$ cat src/rsg_pkg.sv
// Shared constants for the status and gain-control register bank
package rsg_pkg;

    ////////////////////////////////////////////////////////////////////////////
    // Register map, printed offsets
    localparam logic [7:0] RSG_ADDR_LINK_STATUS = 8'h1d;
    localparam logic [7:0] RSG_ADDR_GAIN_CONFIG = 8'h1e;
    localparam logic [7:0] RSG_ADDR_STATIC_GAIN = 8'h1f;

    ////////////////////////////////////////////////////////////////////////////
    // Link status field positions
    localparam int RSG_ST_PHASE_LSB = 24;
    localparam int RSG_ST_GEAR_LSB = 20;
    localparam int RSG_ST_PLL_BIT = 19;
    localparam int RSG_ST_CRC_BIT = 18;
    localparam int RSG_ST_OWN_BIT = 17;
    localparam int RSG_ST_EXT_BIT = 16;
    localparam int RSG_ST_FAULT_LSB = 13;
    localparam int RSG_ST_ARMED_BIT = 12;
    localparam int RSG_ST_TXBUSY_BIT = 11;
    localparam int RSG_ST_RXBUSY_BIT = 10;
    localparam int RSG_ST_GAIN_LSB = 0;

    ////////////////////////////////////////////////////////////////////////////
    // Gain configuration field positions and reset values
    localparam int RSG_CF_SETPOINT_LSB = 14;
    localparam int RSG_CF_PERIOD_LSB = 4;
    localparam int RSG_CF_SOURCE_BIT = 3;
    localparam int RSG_CF_LOAD_BIT = 2;
    localparam int RSG_CF_FIXCHOICE_BIT = 1;
    localparam int RSG_CF_LOOPON_BIT = 0;
    localparam logic [1:0] RSG_SETPOINT_RST = 2'h2;
    localparam logic [9:0] RSG_PERIOD_RST = 10'h200;
    localparam logic [9:0] RSG_PERIOD_MIN = 10'h004;
    localparam logic RSG_FIXCHOICE_RST = 1'b1;
    localparam logic RSG_LOOPON_RST = 1'b1;

    ////////////////////////////////////////////////////////////////////////////
    // Static gain register field positions
    localparam int RSG_SG_READER_LSB = 10;
    localparam int RSG_SG_CARD_LSB = 0;
    localparam logic [9:0] RSG_GAIN_RST = 10'h000;
    localparam logic [9:0] RSG_GAIN_MAX = 10'h3ff;

    ////////////////////////////////////////////////////////////////////////////
    // Carrier rate derived from the reference clock by a fractional accumulator
    localparam int RSG_REF_CLK_KHZ = 200000;
    localparam int RSG_CARRIER_KHZ = 13560;
    localparam logic [17:0] RSG_ACC_STEP = 18'(RSG_CARRIER_KHZ);
    localparam logic [17:0] RSG_ACC_WRAP = 18'(RSG_REF_CLK_KHZ);

    // Fault codes
    localparam logic [2:0] RSG_FAULT_NONE = 3'h0;
    localparam logic [2:0] RSG_FAULT_LAST = 3'h4;
    localparam logic [2:0] RSG_PHASE_RSVD = 3'h7;

    // Gain loop operating mode
    typedef enum logic [2:0] {
        RSG_MODE_LOOP = 3'b001,
        RSG_MODE_STATIC = 3'b010,
        RSG_MODE_FROZEN = 3'b100
    } rsg_mode_t;

endpackage : rsg_pkg

$ cat src/rsg_update_timer.sv
`timescale 1ns/1ps
`default_nettype none
// Counts carrier ticks and fires once every (period + 1) ticks
module rsg_update_timer #(
    parameter int WIDTH = 10
) (
    input wire logic clk,
    input wire logic rst_n,
    input wire logic tick,
    input wire logic run,
    input wire logic [WIDTH-1:0] period,
    output logic fire
);

    logic [WIDTH-1:0] count_q;
    logic [WIDTH-1:0] count_d;
    logic fire_q;
    logic fire_d;

    // Restart from zero whenever the loop is stopped
    always_comb begin
        count_d = count_q;
        fire_d = 1'b0;
        if (!run) begin
            count_d = '0;
        end else if (tick) begin
            if (count_q >= period) begin
                count_d = '0;
                fire_d = 1'b1;
            end else begin
                count_d = count_q + WIDTH'(1);
            end
        end
    end

    always_ff @(posedge clk or negedge rst_n) begin
        if (!rst_n) begin
            count_q <= '0;
            fire_q <= 1'b0;
        end else begin
            count_q <= count_d;
            fire_q <= fire_d;
        end
    end

    assign fire = fire_q;

endmodule : rsg_update_timer
`default_nettype wire

$ cat src/rsg_level_filter.sv
`timescale 1ns/1ps
`default_nettype none
// Accepts a level change only after it stood for DEPTH clock cycles
module rsg_level_filter #(
    parameter int DEPTH = 8
) (
    input wire logic clk,
    input wire logic rst_n,
    input wire logic raw,
    output logic filtered
);

    localparam int CW = $clog2(DEPTH + 1);
    localparam logic [CW-1:0] LIMIT = CW'(DEPTH);

    logic [CW-1:0] run_q;
    logic [CW-1:0] run_d;
    logic level_q;
    logic level_d;

    // Short glitches reset the run and never reach the output
    always_comb begin
        run_d = run_q;
        level_d = level_q;
        if (raw == level_q) begin
            run_d = '0;
        end else if (run_q >= LIMIT - CW'(1)) begin
            run_d = '0;
            level_d = raw;
        end else begin
            run_d = run_q + CW'(1);
        end
    end

    always_ff @(posedge clk or negedge rst_n) begin
        if (!rst_n) begin
            run_q <= '0;
            level_q <= 1'b0;
        end else begin
            run_q <= run_d;
            level_q <= level_d;
        end
    end

    assign filtered = level_q;

endmodule : rsg_level_filter
`default_nettype wire

$ cat src/rsg_status_gain_regs.sv
`timescale 1ns/1ps
`default_nettype none
module rsg_status_gain_regs
    import rsg_pkg::*;
#(
    parameter int FILTER_DEPTH = 8,
    parameter int CRC_WIDTH = 16,
    parameter logic [CRC_WIDTH-1:0] CRC_RESIDUE = 16'h0000
) (
    input wire logic REF_CLK,
    input wire logic RSTN,
    // Register access port
    input wire logic [7:0] REG_ADDR,
    input wire logic REG_WR,
    input wire logic [31:0] REG_WDATA,
    input wire logic REG_RD,
    output logic [31:0] REG_RDATA,
    output logic REG_RVALID,
    // Live state of the surrounding logic
    input wire logic [2:0] TRX_PHASE,
    input wire logic [3:0] POWER_CONTROL_GEAR,
    input wire logic FIELD_ON,
    input wire logic CARRIER_FREQ_OK,
    input wire logic PLL_LOCKED,
    input wire logic [CRC_WIDTH-1:0] CRC_VALUE,
    input wire logic CRC_INVERTED,
    input wire logic DRIVERS_ON,
    input wire logic EXT_FIELD_RAW,
    input wire logic ACTIVE_MODE_FAULT_EVENT,
    input wire logic FAULT_STROBE,
    input wire logic [2:0] FAULT_CAUSE,
    input wire logic FIELD_DRIVE_ON_SET,
    input wire logic DECODER_ENABLED,
    input wire logic DECODER_READY,
    input wire logic ENCODER_SENDING,
    input wire logic DECODER_RECEIVING,
    input wire logic RX_LEVEL_HIGH,
    input wire logic RX_LEVEL_LOW,
    // Gain control outputs to the receive path
    output logic [9:0] RX_DIVIDER,
    output logic [1:0] GAIN_SETPOINT_SEL,
    output logic GAIN_UPDATE
);

    ////////////////////////////////////////////////////////////////////////////
    // Declarations
    logic [31:0] rdata_q;
    logic [31:0] rdata_d;
    logic rvalid_q;
    logic rvalid_d;
    logic [2:0] phase_q;
    logic [2:0] phase_d;
    logic [3:0] gear_q;
    logic [3:0] gear_d;
    logic pll_q;
    logic pll_d;
    logic crc_ok_q;
    logic crc_ok_d;
    logic own_q;
    logic own_d;
    logic armed_q;
    logic armed_d;
    logic tx_busy_q;
    logic tx_busy_d;
    logic rx_busy_q;
    logic rx_busy_d;
    logic [2:0] fault_q;
    logic [2:0] fault_d;
    logic ext_field;
    logic [1:0] setpoint_q;
    logic [1:0] setpoint_d;
    logic [9:0] period_q;
    logic [9:0] period_d;
    logic source_q;
    logic source_d;
    logic fix_choice_q;
    logic fix_choice_d;
    logic loop_on_q;
    logic loop_on_d;
    logic load_q;
    logic load_d;
    logic [9:0] reader_gain_q;
    logic [9:0] reader_gain_d;
    logic [9:0] card_gain_q;
    logic [9:0] card_gain_d;
    logic [9:0] gain_q;
    logic [9:0] gain_d;
    rsg_mode_t mode;
    logic [17:0] acc_q;
    logic [17:0] acc_d;
    logic carrier_tick_q;
    logic carrier_tick_d;
    logic update_fire;
    logic [9:0] static_gain;
    logic wr_config;
    logic wr_static;
    logic [31:0] status_word;
    logic [31:0] config_word;
    logic [31:0] static_word;

    ////////////////////////////////////////////////////////////////////////////
    // Address decode for writes
    assign wr_config = REG_WR && (REG_ADDR == RSG_ADDR_GAIN_CONFIG);
    assign wr_static = REG_WR && (REG_ADDR == RSG_ADDR_STATIC_GAIN);

    ////////////////////////////////////////////////////////////////////////////
    // Live status sampling, one flop deep so the read word is glitch free
    always_comb begin
        // The reserved phase code is passed through as is; the sequencer never drives it
        phase_d = TRX_PHASE;
        gear_d = POWER_CONTROL_GEAR;
        pll_d = FIELD_ON && CARRIER_FREQ_OK && PLL_LOCKED;
        // Residue compare only in inverted mode; mid-frame value means nothing
        if (CRC_INVERTED) begin
            crc_ok_d = (CRC_VALUE == CRC_RESIDUE);
        end else begin
            crc_ok_d = (CRC_VALUE == '0);
        end
        own_d = DRIVERS_ON;
        armed_d = DECODER_ENABLED && DECODER_READY;
        tx_busy_d = ENCODER_SENDING;
        rx_busy_d = DECODER_RECEIVING;
    end

    always_ff @(posedge REF_CLK or negedge RSTN) begin
        if (!RSTN) begin
            phase_q <= 3'h0;
            gear_q <= 4'h0;
            pll_q <= 1'b0;
            crc_ok_q <= 1'b0;
            own_q <= 1'b0;
            armed_q <= 1'b0;
            tx_busy_q <= 1'b0;
            rx_busy_q <= 1'b0;
        end else begin
            phase_q <= phase_d;
            gear_q <= gear_d;
            pll_q <= pll_d;
            crc_ok_q <= crc_ok_d;
            own_q <= own_d;
            armed_q <= armed_d;
            tx_busy_q <= tx_busy_d;
            rx_busy_q <= rx_busy_d;
        end
    end

    ////////////////////////////////////////////////////////////////////////////
    // External field detector, debounced before it reaches the status word
    rsg_level_filter #(
        .DEPTH(FILTER_DEPTH)
    ) u_ext_filter (
        .clk(REF_CLK),
        .rst_n(RSTN),
        .raw(EXT_FIELD_RAW),
        .filtered(ext_field)
    );

    ////////////////////////////////////////////////////////////////////////////
    // Active-mode fault cause: a new fault beats a same-cycle drive-on clear
    always_comb begin
        fault_d = fault_q;
        if (FIELD_DRIVE_ON_SET) begin
            fault_d = RSG_FAULT_NONE;
        end
        if (FAULT_STROBE) begin
            // Reserved cause codes are dropped rather than latched
            if (FAULT_CAUSE <= RSG_FAULT_LAST) begin
                fault_d = FAULT_CAUSE;
            end
        end
    end

    always_ff @(posedge REF_CLK or negedge RSTN) begin
        if (!RSTN) begin
            fault_q <= RSG_FAULT_NONE;
        end else begin
            fault_q <= fault_d;
        end
    end

    ////////////////////////////////////////////////////////////////////////////
    // Configuration and static gain registers; the load bit is a pulse only
    always_comb begin
        setpoint_d = setpoint_q;
        period_d = period_q;
        source_d = source_q;
        fix_choice_d = fix_choice_q;
        loop_on_d = loop_on_q;
        load_d = 1'b0;
        reader_gain_d = reader_gain_q;
        card_gain_d = card_gain_q;
        if (wr_config) begin
            setpoint_d = REG_WDATA[RSG_CF_SETPOINT_LSB +: 2];
            period_d = REG_WDATA[RSG_CF_PERIOD_LSB +: 10];
            source_d = REG_WDATA[RSG_CF_SOURCE_BIT];
            load_d = REG_WDATA[RSG_CF_LOAD_BIT];
            fix_choice_d = REG_WDATA[RSG_CF_FIXCHOICE_BIT];
            loop_on_d = REG_WDATA[RSG_CF_LOOPON_BIT];
        end
        if (wr_static) begin
            reader_gain_d = REG_WDATA[RSG_SG_READER_LSB +: 10];
            card_gain_d = REG_WDATA[RSG_SG_CARD_LSB +: 10];
        end
    end

    always_ff @(posedge REF_CLK or negedge RSTN) begin
        if (!RSTN) begin
            setpoint_q <= RSG_SETPOINT_RST;
            period_q <= RSG_PERIOD_RST;
            source_q <= 1'b0;
            fix_choice_q <= RSG_FIXCHOICE_RST;
            loop_on_q <= RSG_LOOPON_RST;
            load_q <= 1'b0;
            reader_gain_q <= RSG_GAIN_RST;
            card_gain_q <= RSG_GAIN_RST;
        end else begin
            setpoint_q <= setpoint_d;
            period_q <= period_d;
            source_q <= source_d;
            fix_choice_q <= fix_choice_d;
            loop_on_q <= loop_on_d;
            load_q <= load_d;
            reader_gain_q <= reader_gain_d;
            card_gain_q <= card_gain_d;
        end
    end

    ////////////////////////////////////////////////////////////////////////////
    // Carrier-rate enable: fractional accumulator keeps the mean rate exact,
    // at the cost of one reference cycle of jitter per tick
    always_comb begin
        acc_d = acc_q + RSG_ACC_STEP;
        carrier_tick_d = 1'b0;
        if (acc_d >= RSG_ACC_WRAP) begin
            acc_d = acc_d - RSG_ACC_WRAP;
            carrier_tick_d = 1'b1;
        end
    end

    always_ff @(posedge REF_CLK or negedge RSTN) begin
        if (!RSTN) begin
            acc_q <= 18'h00000;
            carrier_tick_q <= 1'b0;
        end else begin
            acc_q <= acc_d;
            carrier_tick_q <= carrier_tick_d;
        end
    end

    // Update period timer; values below the minimum are clamped, not trusted
    rsg_update_timer #(
        .WIDTH(10)
    ) u_update_timer (
        .clk(REF_CLK),
        .rst_n(RSTN),
        .tick(carrier_tick_q),
        .run(loop_on_q),
        .period((period_q < RSG_PERIOD_MIN) ? RSG_PERIOD_MIN : period_q),
        .fire(update_fire)
    );

    ////////////////////////////////////////////////////////////////////////////
    // Gain loop mode and divider value
    assign static_gain = source_q ? reader_gain_q : card_gain_q;

    always_comb begin
        if (loop_on_q) begin
            mode = RSG_MODE_LOOP;
        end else if (fix_choice_q) begin
            mode = RSG_MODE_FROZEN;
        end else begin
            mode = RSG_MODE_STATIC;
        end
    end

    // A load strobe always wins; otherwise the mode decides
    always_comb begin
        gain_d = gain_q;
        if (load_q) begin
            gain_d = static_gain;
        end else begin
            unique case (mode)
                RSG_MODE_LOOP: begin
                    if (update_fire && RX_LEVEL_HIGH && gain_q != RSG_GAIN_MAX) begin
                        gain_d = gain_q + 10'h001;
                    end else if (update_fire && RX_LEVEL_LOW && gain_q != RSG_GAIN_RST) begin
                        gain_d = gain_q - 10'h001;
                    end
                end
                RSG_MODE_STATIC: begin
                    // Holds the divider; the static register reaches it only through a load strobe
                    gain_d = gain_q;
                end
                RSG_MODE_FROZEN: begin
                    gain_d = gain_q;
                end
                default: begin
                    gain_d = gain_q;
                end
            endcase
        end
    end

    always_ff @(posedge REF_CLK or negedge RSTN) begin
        if (!RSTN) begin
            gain_q <= RSG_GAIN_RST;
        end else begin
            gain_q <= gain_d;
        end
    end

    ////////////////////////////////////////////////////////////////////////////
    // Read words; reserved bits are constant zero
    always_comb begin
        status_word = 32'h00000000;
        status_word[RSG_ST_PHASE_LSB +: 3] = phase_q;
        status_word[RSG_ST_GEAR_LSB +: 4] = gear_q;
        status_word[RSG_ST_PLL_BIT] = pll_q;
        status_word[RSG_ST_CRC_BIT] = crc_ok_q;
        status_word[RSG_ST_OWN_BIT] = own_q;
        status_word[RSG_ST_EXT_BIT] = ext_field;
        // Cause only shown while the event is up
        status_word[RSG_ST_FAULT_LSB +: 3] =
            ACTIVE_MODE_FAULT_EVENT ? fault_q : RSG_FAULT_NONE;
        status_word[RSG_ST_ARMED_BIT] = armed_q;
        status_word[RSG_ST_TXBUSY_BIT] = tx_busy_q;
        status_word[RSG_ST_RXBUSY_BIT] = rx_busy_q;
        status_word[RSG_ST_GAIN_LSB +: 10] = gain_q;
        config_word = 32'h00000000;
        config_word[RSG_CF_SETPOINT_LSB +: 2] = setpoint_q;
        config_word[RSG_CF_PERIOD_LSB +: 10] = period_q;
        config_word[RSG_CF_SOURCE_BIT] = source_q;
        config_word[RSG_CF_FIXCHOICE_BIT] = fix_choice_q;
        config_word[RSG_CF_LOOPON_BIT] = loop_on_q;
        static_word = 32'h00000000;
        static_word[RSG_SG_READER_LSB +: 10] = reader_gain_q;
        static_word[RSG_SG_CARD_LSB +: 10] = card_gain_q;
    end

    // Registered read answer, unmapped addresses read zero
    always_comb begin
        rvalid_d = REG_RD;
        rdata_d = rdata_q;
        if (REG_RD) begin
            unique case (REG_ADDR)
                RSG_ADDR_LINK_STATUS: rdata_d = status_word;
                RSG_ADDR_GAIN_CONFIG: rdata_d = config_word;
                RSG_ADDR_STATIC_GAIN: rdata_d = static_word;
                default: rdata_d = 32'h00000000;
            endcase
        end
    end

    always_ff @(posedge REF_CLK or negedge RSTN) begin
        if (!RSTN) begin
            rdata_q <= 32'h00000000;
            rvalid_q <= 1'b0;
        end else begin
            rdata_q <= rdata_d;
            rvalid_q <= rvalid_d;
        end
    end

    ////////////////////////////////////////////////////////////////////////////
    // Outputs
    assign REG_RDATA = rdata_q;
    assign REG_RVALID = rvalid_q;
    assign RX_DIVIDER = gain_q;
    assign GAIN_SETPOINT_SEL = setpoint_q;
    assign GAIN_UPDATE = update_fire;

endmodule : rsg_status_gain_regs
`default_nettype wire

$ cat config.mk
export PLATFORM = sky130hd
export DESIGN_NAME = rsg_status_gain_regs
export DESIGN_NICKNAME = d
export VERILOG_FILES = /design/src/rsg_pkg.sv /design/src/rsg_update_timer.sv /design/src/rsg_level_filter.sv /design/src/rsg_status_gain_regs.sv
export SDC_FILE = /design/constraint.sdc
export NUM_CORES = 1
export LEC_CHECK = 0
export ABC_CLOCK_PERIOD_IN_PS = 11800
export BUFFER_PORTS_ARGS = -buffer_cell sky130_fd_sc_hd__buf_2
export CAP_MARGIN = 5
export CORE_MARGIN = 3
export CORE_UTILIZATION = 37
export CTS_BUF_LIST = sky130_fd_sc_hd__clkbuf_16
export DETAILED_ROUTE_END_ITERATION = 12
export GPL_TIMING_DRIVEN = 0
export MAX_ROUTING_LAYER = met4
export PLACE_DENSITY = 0.56
export SETUP_SLACK_MARGIN = 0.05
export SLEW_MARGIN = 15
export SYNTH_ARGS = -nofsm -noshare
export SYNTH_HDL_FRONTEND = slang
export SYNTH_SLANG_ARGS = --single-unit
$ cat constraint.sdc
create_clock -name REF_CLK -period 11.8 [get_ports REF_CLK]
set_clock_uncertainty 0.2 [all_clocks]
set_input_delay 1.18 -clock REF_CLK [delete_from_list [all_inputs] [get_ports REF_CLK]]
set_output_delay 1.18 -clock REF_CLK [all_outputs]
set_load 0.01 [all_outputs]
==> qor.yml, run 1 <==
power:
  power_frac_clock_pct: 47.8
  internal-power_mw: 0.770
  switchingPower_mw: 0.265
  power_frac_comb_pct: 8.4
  power.share.sequential_pct: 43.7
  power_density_nw_per_um2: 131
  switching_share_pct: 25.6
  leakage_nw: 3.70
  ir_drop_v: 0.000102
clocking:
  post_cts_resized: 0
  post_cts_buffers: 0
  cts_made_buffers: 17
  clock_latency_ns: 0.42
  root_buffer: "clkbuf_16"
  cts_buffer_depth: 2
  cts_tree: "yes"
  cts.reportedPaths.clkPinSlew_ns: 0.06
  hold_buffers: 0
  clkSinkCount: 122
  htreeDepth: 4
timing:
  hold_viol: 0
  min_period_ns: 3.79
  finalCritPeriodShare_pct: 32.1
  fmax_mhz: 264
  whs_ns: 0.251
  timing.final.ws_setup_ns: 8.01
  slew_violations: 0
  rsz0062_at_grt: "false"
  fin_tns_setup_ns: 0
  slew_headroom_pct: 38.8
  setup_viol: 0
  max_slew.worst_pin.slew_ns: 0.916
route:
  wl_mm: 16.7
  drt_first_iter_violations: 220
  met2_length_mm: 8.32
  post_drt_wl_per_cell_microns: 16.8
  viasPerCell: 5.20
  wl_met1_mm: 7.22
  routed.top_layer: "met4"
  ant_nets: 0
  num_vias: 5184
  first_pass_iters: 7
  drc: 0
  wl_met3_mm: 1.04
layout:
  drive_gt1_share_pct: 28.3
  nets: 873
  fill_cells: 1591
  n_antenna_cell: 0
  area_growth_pct: 22.7
  fin_cells: 997
synthesis:
  ys_ff_latch: 122
  ys_warn_count: 0
  ys.flop_type: "dfrtp_1"
  yosysUniqueCellTypes: 70
  async_reset_ff_share_pct: 100
  avgSynthCellArea_sq_um: 10.2
  seq_area_frac_synth_pct: 47.6
  netlist_instances: 628
  synthesis.area_sq_um: 6420
  synth_edf_count: 0
setup_path:
  path_max_fanout: 11
  cp.arrival_ns: 3.86
  crit_top_cell: "a21oi_1"
  endpoint_kind: "register"
  start_kind: "register"
  crit_chain: "nand4_1, o311ai_2, ha_1, a21o_1, a21oi_1, o21bai_1, a2111oi_0, nor2_1, xor2_1, a21oi_1, a21oi_1"
  crit_family: "compound AO/OA/AOI/OAI gates"
  criticalPathCategory: "reg2reg"
  worst-path-buf-inv: 0
  slowest_delay_ns: 0.82
  worstPathRequired_ns: 11.87
  crit_slowest_cell: "o311ai_2"
grt:
  grt_first_pass_wirelength_mm: 26.5
  grt_usage_pct: 18.6
  antenna_found_initial: 0
  grt-ovfl-total: 0
  grt_max_degree: 72
  grt_pass1_vias: 5184
placed_design:
  dpl.hpwl_mm: 12.7
  io_buffer_count: 112
  post-place-cells: 965
  place_congestion: 0.834
  pre_cts_slack_ns: 7.92
floorplanning:
  io_pins: 131
  die-area_sq_um: 19000
  core_sq_um: 16800
  start_util_pct: 38.3
  rows: 47
  die_h_microns: 138
  die_x_microns: 138
run:
  maxCapViolCount: 0
hold_path:
  hp-class: "reg2reg"
outcome:
  status: "finished, final reports clean"
-- through the flow --
stage	cell area, sq um	power (mW)	utilization, %
2_1_floorplan	6440	0.504	-
5_1_grt	7880	1.08	47.0
4_1_cts	7880	1.05	47.0
3_3_place_gp	7270	0.543	43.4
6_report	7880	1.04	47.0
3_5_place_dp	7310	0.548	43.6
-- per-layer routing --
layer / GRT usage (%) / vias to the layer above
li1: - / 2512
met5: - / -
met3: 4.31 / 17
met2: 31.2 / 145
met1: 22.9 / 2510
met4: 4.23 / 0
-- Yosys cell counts (3+ instances only) --
cell / number / share of area [%]
a21o_1: 6 / 0.70
a21oi_1: 40 / 3.1
a22oi_1: 12 / 1.4
a31oi_1: 7 / 0.68
and2_1: 3 / 0.29
and3_1: 7 / 0.68
and4b_1: 3 / 0.47
buf_1: 5 / 0.29
buf_2: 4 / 0.31
buf_4: 5 / 0.58
clkbuf_1: 13 / 0.76
dfrtp_1: 118 / 46
dfstp_2: 4 / 1.6
ha_1: 23 / 4.5
inv_1: 48 / 2.8
mux2_2: 45 / 7.9
mux2i_1: 17 / 2.6
nand2_1: 50 / 2.9
nand2b_1: 9 / 0.88
nand3_1: 15 / 1.2
nand4_1: 5 / 0.49
nor2_1: 41 / 2.4
nor2b_1: 4 / 0.39
nor3_1: 8 / 0.62
nor4_1: 8 / 0.78
o21ai_0: 30 / 2.3
o22ai_1: 19 / 1.9
or4_1: 4 / 0.47
xnor2_1: 12 / 1.6
xor2_1: 13 / 1.8
-- worst paths after layout --
kind	startpoint	end	slack (ns)	depth (start not counted)
max	RX_DIVIDER[5]	RX_DIVIDER[8]	8.01	11
min	gear_q[2]	REG_RDATA[22]	0.25	2
max reg2reg	RX_DIVIDER[5]	RX_DIVIDER[8]	8.01	11
min reg2reg	gear_q[2]	REG_RDATA[22]	0.25	2
max in group asynchronous	RSTN	loop_on_q	10.12	2
min in group asynchronous	RSTN	RX_DIVIDER[8]	0.49	1
-- area by class of cell --
cell class,count,area [sq um],share of cell area [%]
Buffer,28,130,1.65
Sequential cell,122,3060,38.8
Inverter,49,184,2.33
Timing Repair Buffer,113,594,7.54
Multi-Input combinational cell,433,3070,39.0
Clock inverter,15,143,1.81
Clock buffer,17,425,5.40
Tap cell,220,275,3.49
-- state kept, by name, summed over array words and instances, names as in the netlist, 2 cells and up --
register,cells
reader_gain_q,10
acc_q,15
u_ext_filter.run_q,4
gear_q,4
u_update_timer.count_q,10
GAIN_SETPOINT_SEL,2
card_gain_q,10
period_q,10
fault_q,3
phase_q,3
REG_RDATA,27
RX_DIVIDER,10
-- power by group through the flow --
stage                     Combinational (mW)  Sequential [mW]  Clock [mW]
after global routing                  0.0987            0.455       0.526
after floorplan                       0.0484            0.455           0
after CTS                             0.0890            0.453       0.507
after global placement                0.0839            0.459           0
final                                 0.0873            0.453       0.495
after detailed placement              0.0882            0.460           0
-- cells by family after synthesis --
| family | share of synthesized area (%) |
|---|---|
| DFF | 47.6 |
| AOI/OAI and AO/OA | 14.0 |
| xor gates and xnor gates | 3.92 |
| other | 0.0584 |
| muxes | 10.5 |
| adders and majority gates | 4.79 |
| buffers and inverters | 4.89 |
| and+or+nand+nor | 14.2 |
-- placed cells by master, fill, tap and decap left out, types with 15 or more instances in the layout --
master	count
nor2_1	41
nand3_1	15
dfrtp_1	118
clkbuf_16	17
o22ai_1	19
mux2_2	45
inv_1	48
buf_2	115
a21oi_1	40
nand2_1	50
mux2i_1	17
ha_1	23
o21ai_0	30
-- worst reg2reg max path: stages, from the launching register on --
cell       delay [ns]
dfrtp_1          0.51
nand4_1          0.17
o311ai_2         0.82
ha_1             0.43
a21o_1           0.20
a21oi_1          0.23
o21bai_1         0.13
a2111oi_0        0.45
nor2_1           0.11
xor2_1           0.16
a21oi_1          0.15
a21oi_1          0.10
(Power assumes the default switching activity.)
==> run 2, diff against run 1 <==
--- a/config.mk
+++ b/config.mk
@@ -5,7 +5,7 @@
 export SDC_FILE = /design/constraint.sdc
 export NUM_CORES = 1
 export LEC_CHECK = 0
-export ABC_CLOCK_PERIOD_IN_PS = 11800
+export ABC_CLOCK_PERIOD_IN_PS = 3500
 export BUFFER_PORTS_ARGS = -buffer_cell sky130_fd_sc_hd__buf_2
 export CAP_MARGIN = 5
 export CORE_MARGIN = 3
==> constraint.sdc (replaced) <==
create_clock -name REF_CLK -period 3.5 [get_ports REF_CLK]
set_clock_uncertainty 0.2 [all_clocks]
set_input_delay 0.35 -clock REF_CLK [delete_from_list [all_inputs] [get_ports REF_CLK]]
set_output_delay 0.35 -clock REF_CLK [all_outputs]
set_load 0.01 [all_outputs]
==> run 2 against run 1 <==
Compared with the run above: final area grew 6.3%; setup slack worse by 7.8 ns; largest cell class unchanged; register-to-register slack got worse by 7.8 ns; first-iteration DRC count up 31%; power increased to 3.6 times the previous value; routed wire length up 3.8%; sequential share of layout area shrank 2.2 points.
==> qor.yml, run 2 (synthesized netlist as in run 1, its figures left out) <==
power:
  internal-power_mw: 2.90  # was 0.770 mW
  leakage_nw: 3.90  # was 3.70 nW
  power_density_nw_per_um2: 450  # was 131 nW/um^2
  switchingPower_mw: 0.873  # was 0.265 mW
  switching_share_pct: 23.1  # was 25.6%
  power_frac_comb_pct: 8.7  # was 8.4%
  power_frac_clock_pct: 50.8  # was 47.8%
  finalPower_mw: 3.77  # was 1.04 mW
  power.share.sequential_pct: 40.5  # was 43.7%
  ir_drop_v: 0.000398  # was 0.000102 V
setup_path:
  crit_slowest_cell: "dfrtp_1"  # was o311ai_2
  worstPathRequired_ns: 3.62  # was 11.87 ns
  cp.arrival_ns: 3.38  # was 3.86 ns
  r2r-start: "RX_DIVIDER[3]"  # was RX_DIVIDER[5]
  cp.depth: 11  # unchanged
  crit_family: "compound AO/OA/AOI/OAI gates"  # unchanged
  path_max_fanout: 7  # was 11
  slowest_delay_ns: 0.47  # was 0.82 ns
  endpoint_kind: "register"  # unchanged
  ff2ff_setup_slack_ns: 0.23  # was 8.01 ns
  worst-path-buf-inv: 0  # unchanged
  start_kind: "register"  # unchanged
  crit_chain: "nand4_1, o311ai_4, ha_1, a21oi_1, o211ai_1, or4_1, o311ai_0, o21ai_1, xnor2_1, nor2_1, a211oi_1"  # was nand4_1, o311ai_2, ha_1, a21o_1, a21oi_1, o21bai_1, a2111oi_0, nor2_1, xor2_1, a21oi_1, a21oi_1
  criticalPathCategory: "reg2reg"  # unchanged
  crit_start: "RX_DIVIDER[3]"  # was RX_DIVIDER[5]
  reg2regPathDepth: 11  # unchanged
  r2r_end: "RX_DIVIDER[9]"  # was RX_DIVIDER[8]
timing:
  hold_viol: 0  # unchanged
  max_slew.worst_pin.slew_ns: 0.913  # was 0.916 ns
  setup_viol: 0  # unchanged
  whs_ns: 0.0261  # was 0.251 ns
  slew_headroom_pct: 39.0  # was 38.8%
  finalCritPeriodShare_pct: 93.3  # was 32.1%
  fmax_mhz: 306  # was 264 MHz
  rsz0062_at_grt: "false"  # unchanged
  slew_violations: 0  # unchanged
  min_period_ns: 3.27  # was 3.79 ns
hold_path:
  worstHoldPathCells: 3  # was 2
  hp-class: "in2reg"  # was reg2reg
  hp-start: "FAULT_CAUSE[0]"  # was gear_q[2]
  hold_end: "fault_q[1]"  # was REG_RDATA[22]
floorplanning:
  start_util_pct: 38.3  # unchanged
  die_h_microns: 138  # unchanged
  io_pins: 131  # unchanged
  rows: 47  # unchanged
  core_sq_um: 16800  # unchanged
  die_x_microns: 138  # unchanged
  die-area_sq_um: 19000  # unchanged
layout:
  largest_reg_flops: 27  # unchanged
  area_growth_pct: 30.5  # was 22.7%
  n_antenna_cell: 0  # unchanged
  final_area_sq_um: 8380  # was 7880 sq um
  final_cell_mix: "buf_2, dfrtp_1, nand2_1"  # was dfrtp_1, buf_2, nand2_1
  final_common_cell: "buf_2"  # was dfrtp_1
  fill_cells: 1556  # was 1591
  multiInputGateArea_sq_um: 3090  # was 3070 sq um
  seq_area_sq_um: 3070  # was 3060 sq um
  nets: 913  # was 873
  fin_util_pct: 50.0  # was 47.0%
  drive_gt1_share_pct: 28.2  # was 28.3%
route:
  drt_first_iter_violations: 288  # was 220
  num_vias: 5306  # was 5184
  drc: 0  # unchanged
  ant_nets: 0  # unchanged
  viasPerCell: 5.12  # was 5.20
  first_pass_iters: 4  # was 7
  wl_mm: 17.3  # was 16.7 mm
  post_drt_wl_per_cell_microns: 16.7  # was 16.8 microns
clocking:
  cts.reportedPaths.clkPinSlew_ns: 0.05  # was 0.06 ns
  clkSinkCount: 122  # unchanged
  clock_latency_ns: 0.42  # about the same
  htreeDepth: 4  # unchanged
  cts_made_buffers: 17  # unchanged
  root_buffer: "clkbuf_16"  # unchanged
  cts_tree: "yes"  # unchanged
  cts_buffer_depth: 2  # unchanged
grt:
  grt_first_pass_wirelength_mm: 27.7  # was 26.5 mm
  grt-ovfl-total: 0  # unchanged
  grt_pass1_vias: 5451  # was 5184
  grt_usage_pct: 19.5  # was 18.6%
  antenna_found_initial: 0  # unchanged
  grt_max_degree: 63  # was 72
run:
  maxCapViolCount: 0  # unchanged
placed_design:
  place_congestion: 0.842  # was 0.834
  dpl_cell_area_sq_um: 7310  # unchanged
  io_buffer_count: 112  # unchanged
  dpl.hpwl_mm: 12.8  # was 12.7 mm
outcome:
  status: "finished, final reports clean"  # unchanged
## run 2: final cells by class
type	instances	share of cell area, %
timing repair buffer	153	11.8
multi-input combinational	433	36.8
clock inverter	14	2.60
sequential	122	36.6
tap	220	3.29
clock buffer	17	5.08
inverter	49	2.20
buffer	28	1.57
## run 2: worst reg2reg max path: cells and delay by family (launching register included)
kind            cells  cell delay [ns]
simple gates        3             0.67
xor+xnor            1             0.22
flops               1             0.47
compound gates      6             1.29
fa+ha+maj           1             0.31
## run 2: stage by stage
step	instances	TNS (ns)	worst slack [ns]
after detailed placement	965	-0.377	-0.226
after floorplan	632	0	0.246
after CTS	1035	0	0.0586
after global routing	1036	0	0.0774
final	1036	0	0.235
after global placement	964	-0.190	-0.108
## run 2: what timing repair did
action,CTS,global route
hold buffers,38,0
setup buffers,1,1
endpoints found under the setup margin,3,9
hold endpoints to repair,102,0
pin swaps,1,1
resized for setup,1,12
## run 2: power groups by stage
stage | Sequential (mW) | Clock, mW | Combinational [mW]
floorplan | 1.53 | 0 | 0.163
detailed placement | 1.55 | 0 | 0.297
finish | 1.53 | 1.92 | 0.329
CTS | 1.53 | 1.95 | 0.333
global placement | 1.55 | 0 | 0.283
global route | 1.54 | 2.02 | 0.369
## run 2: how the worst max path moves through the flow
stage / slack, ns / to
after floorplan: 0.25 / RX_DIVIDER[9]
after global placement: -0.11 / RX_DIVIDER[9]
after detailed placement: -0.23 / RX_DIVIDER[9]
after CTS: 0.06 / u_update_timer.count_q[8]
after global routing: 0.08 / RX_DIVIDER[9]
final: 0.23 / RX_DIVIDER[9]
## run 2: per-layer routing
metal	wire length, microns	track usage [%]	up-vias
li1	-	-	2583
met1	7850	24.6	2600
met2	8620	32.2	113
met3	724	4.42	10
met4	144	4.50	0
met5	0	-	-
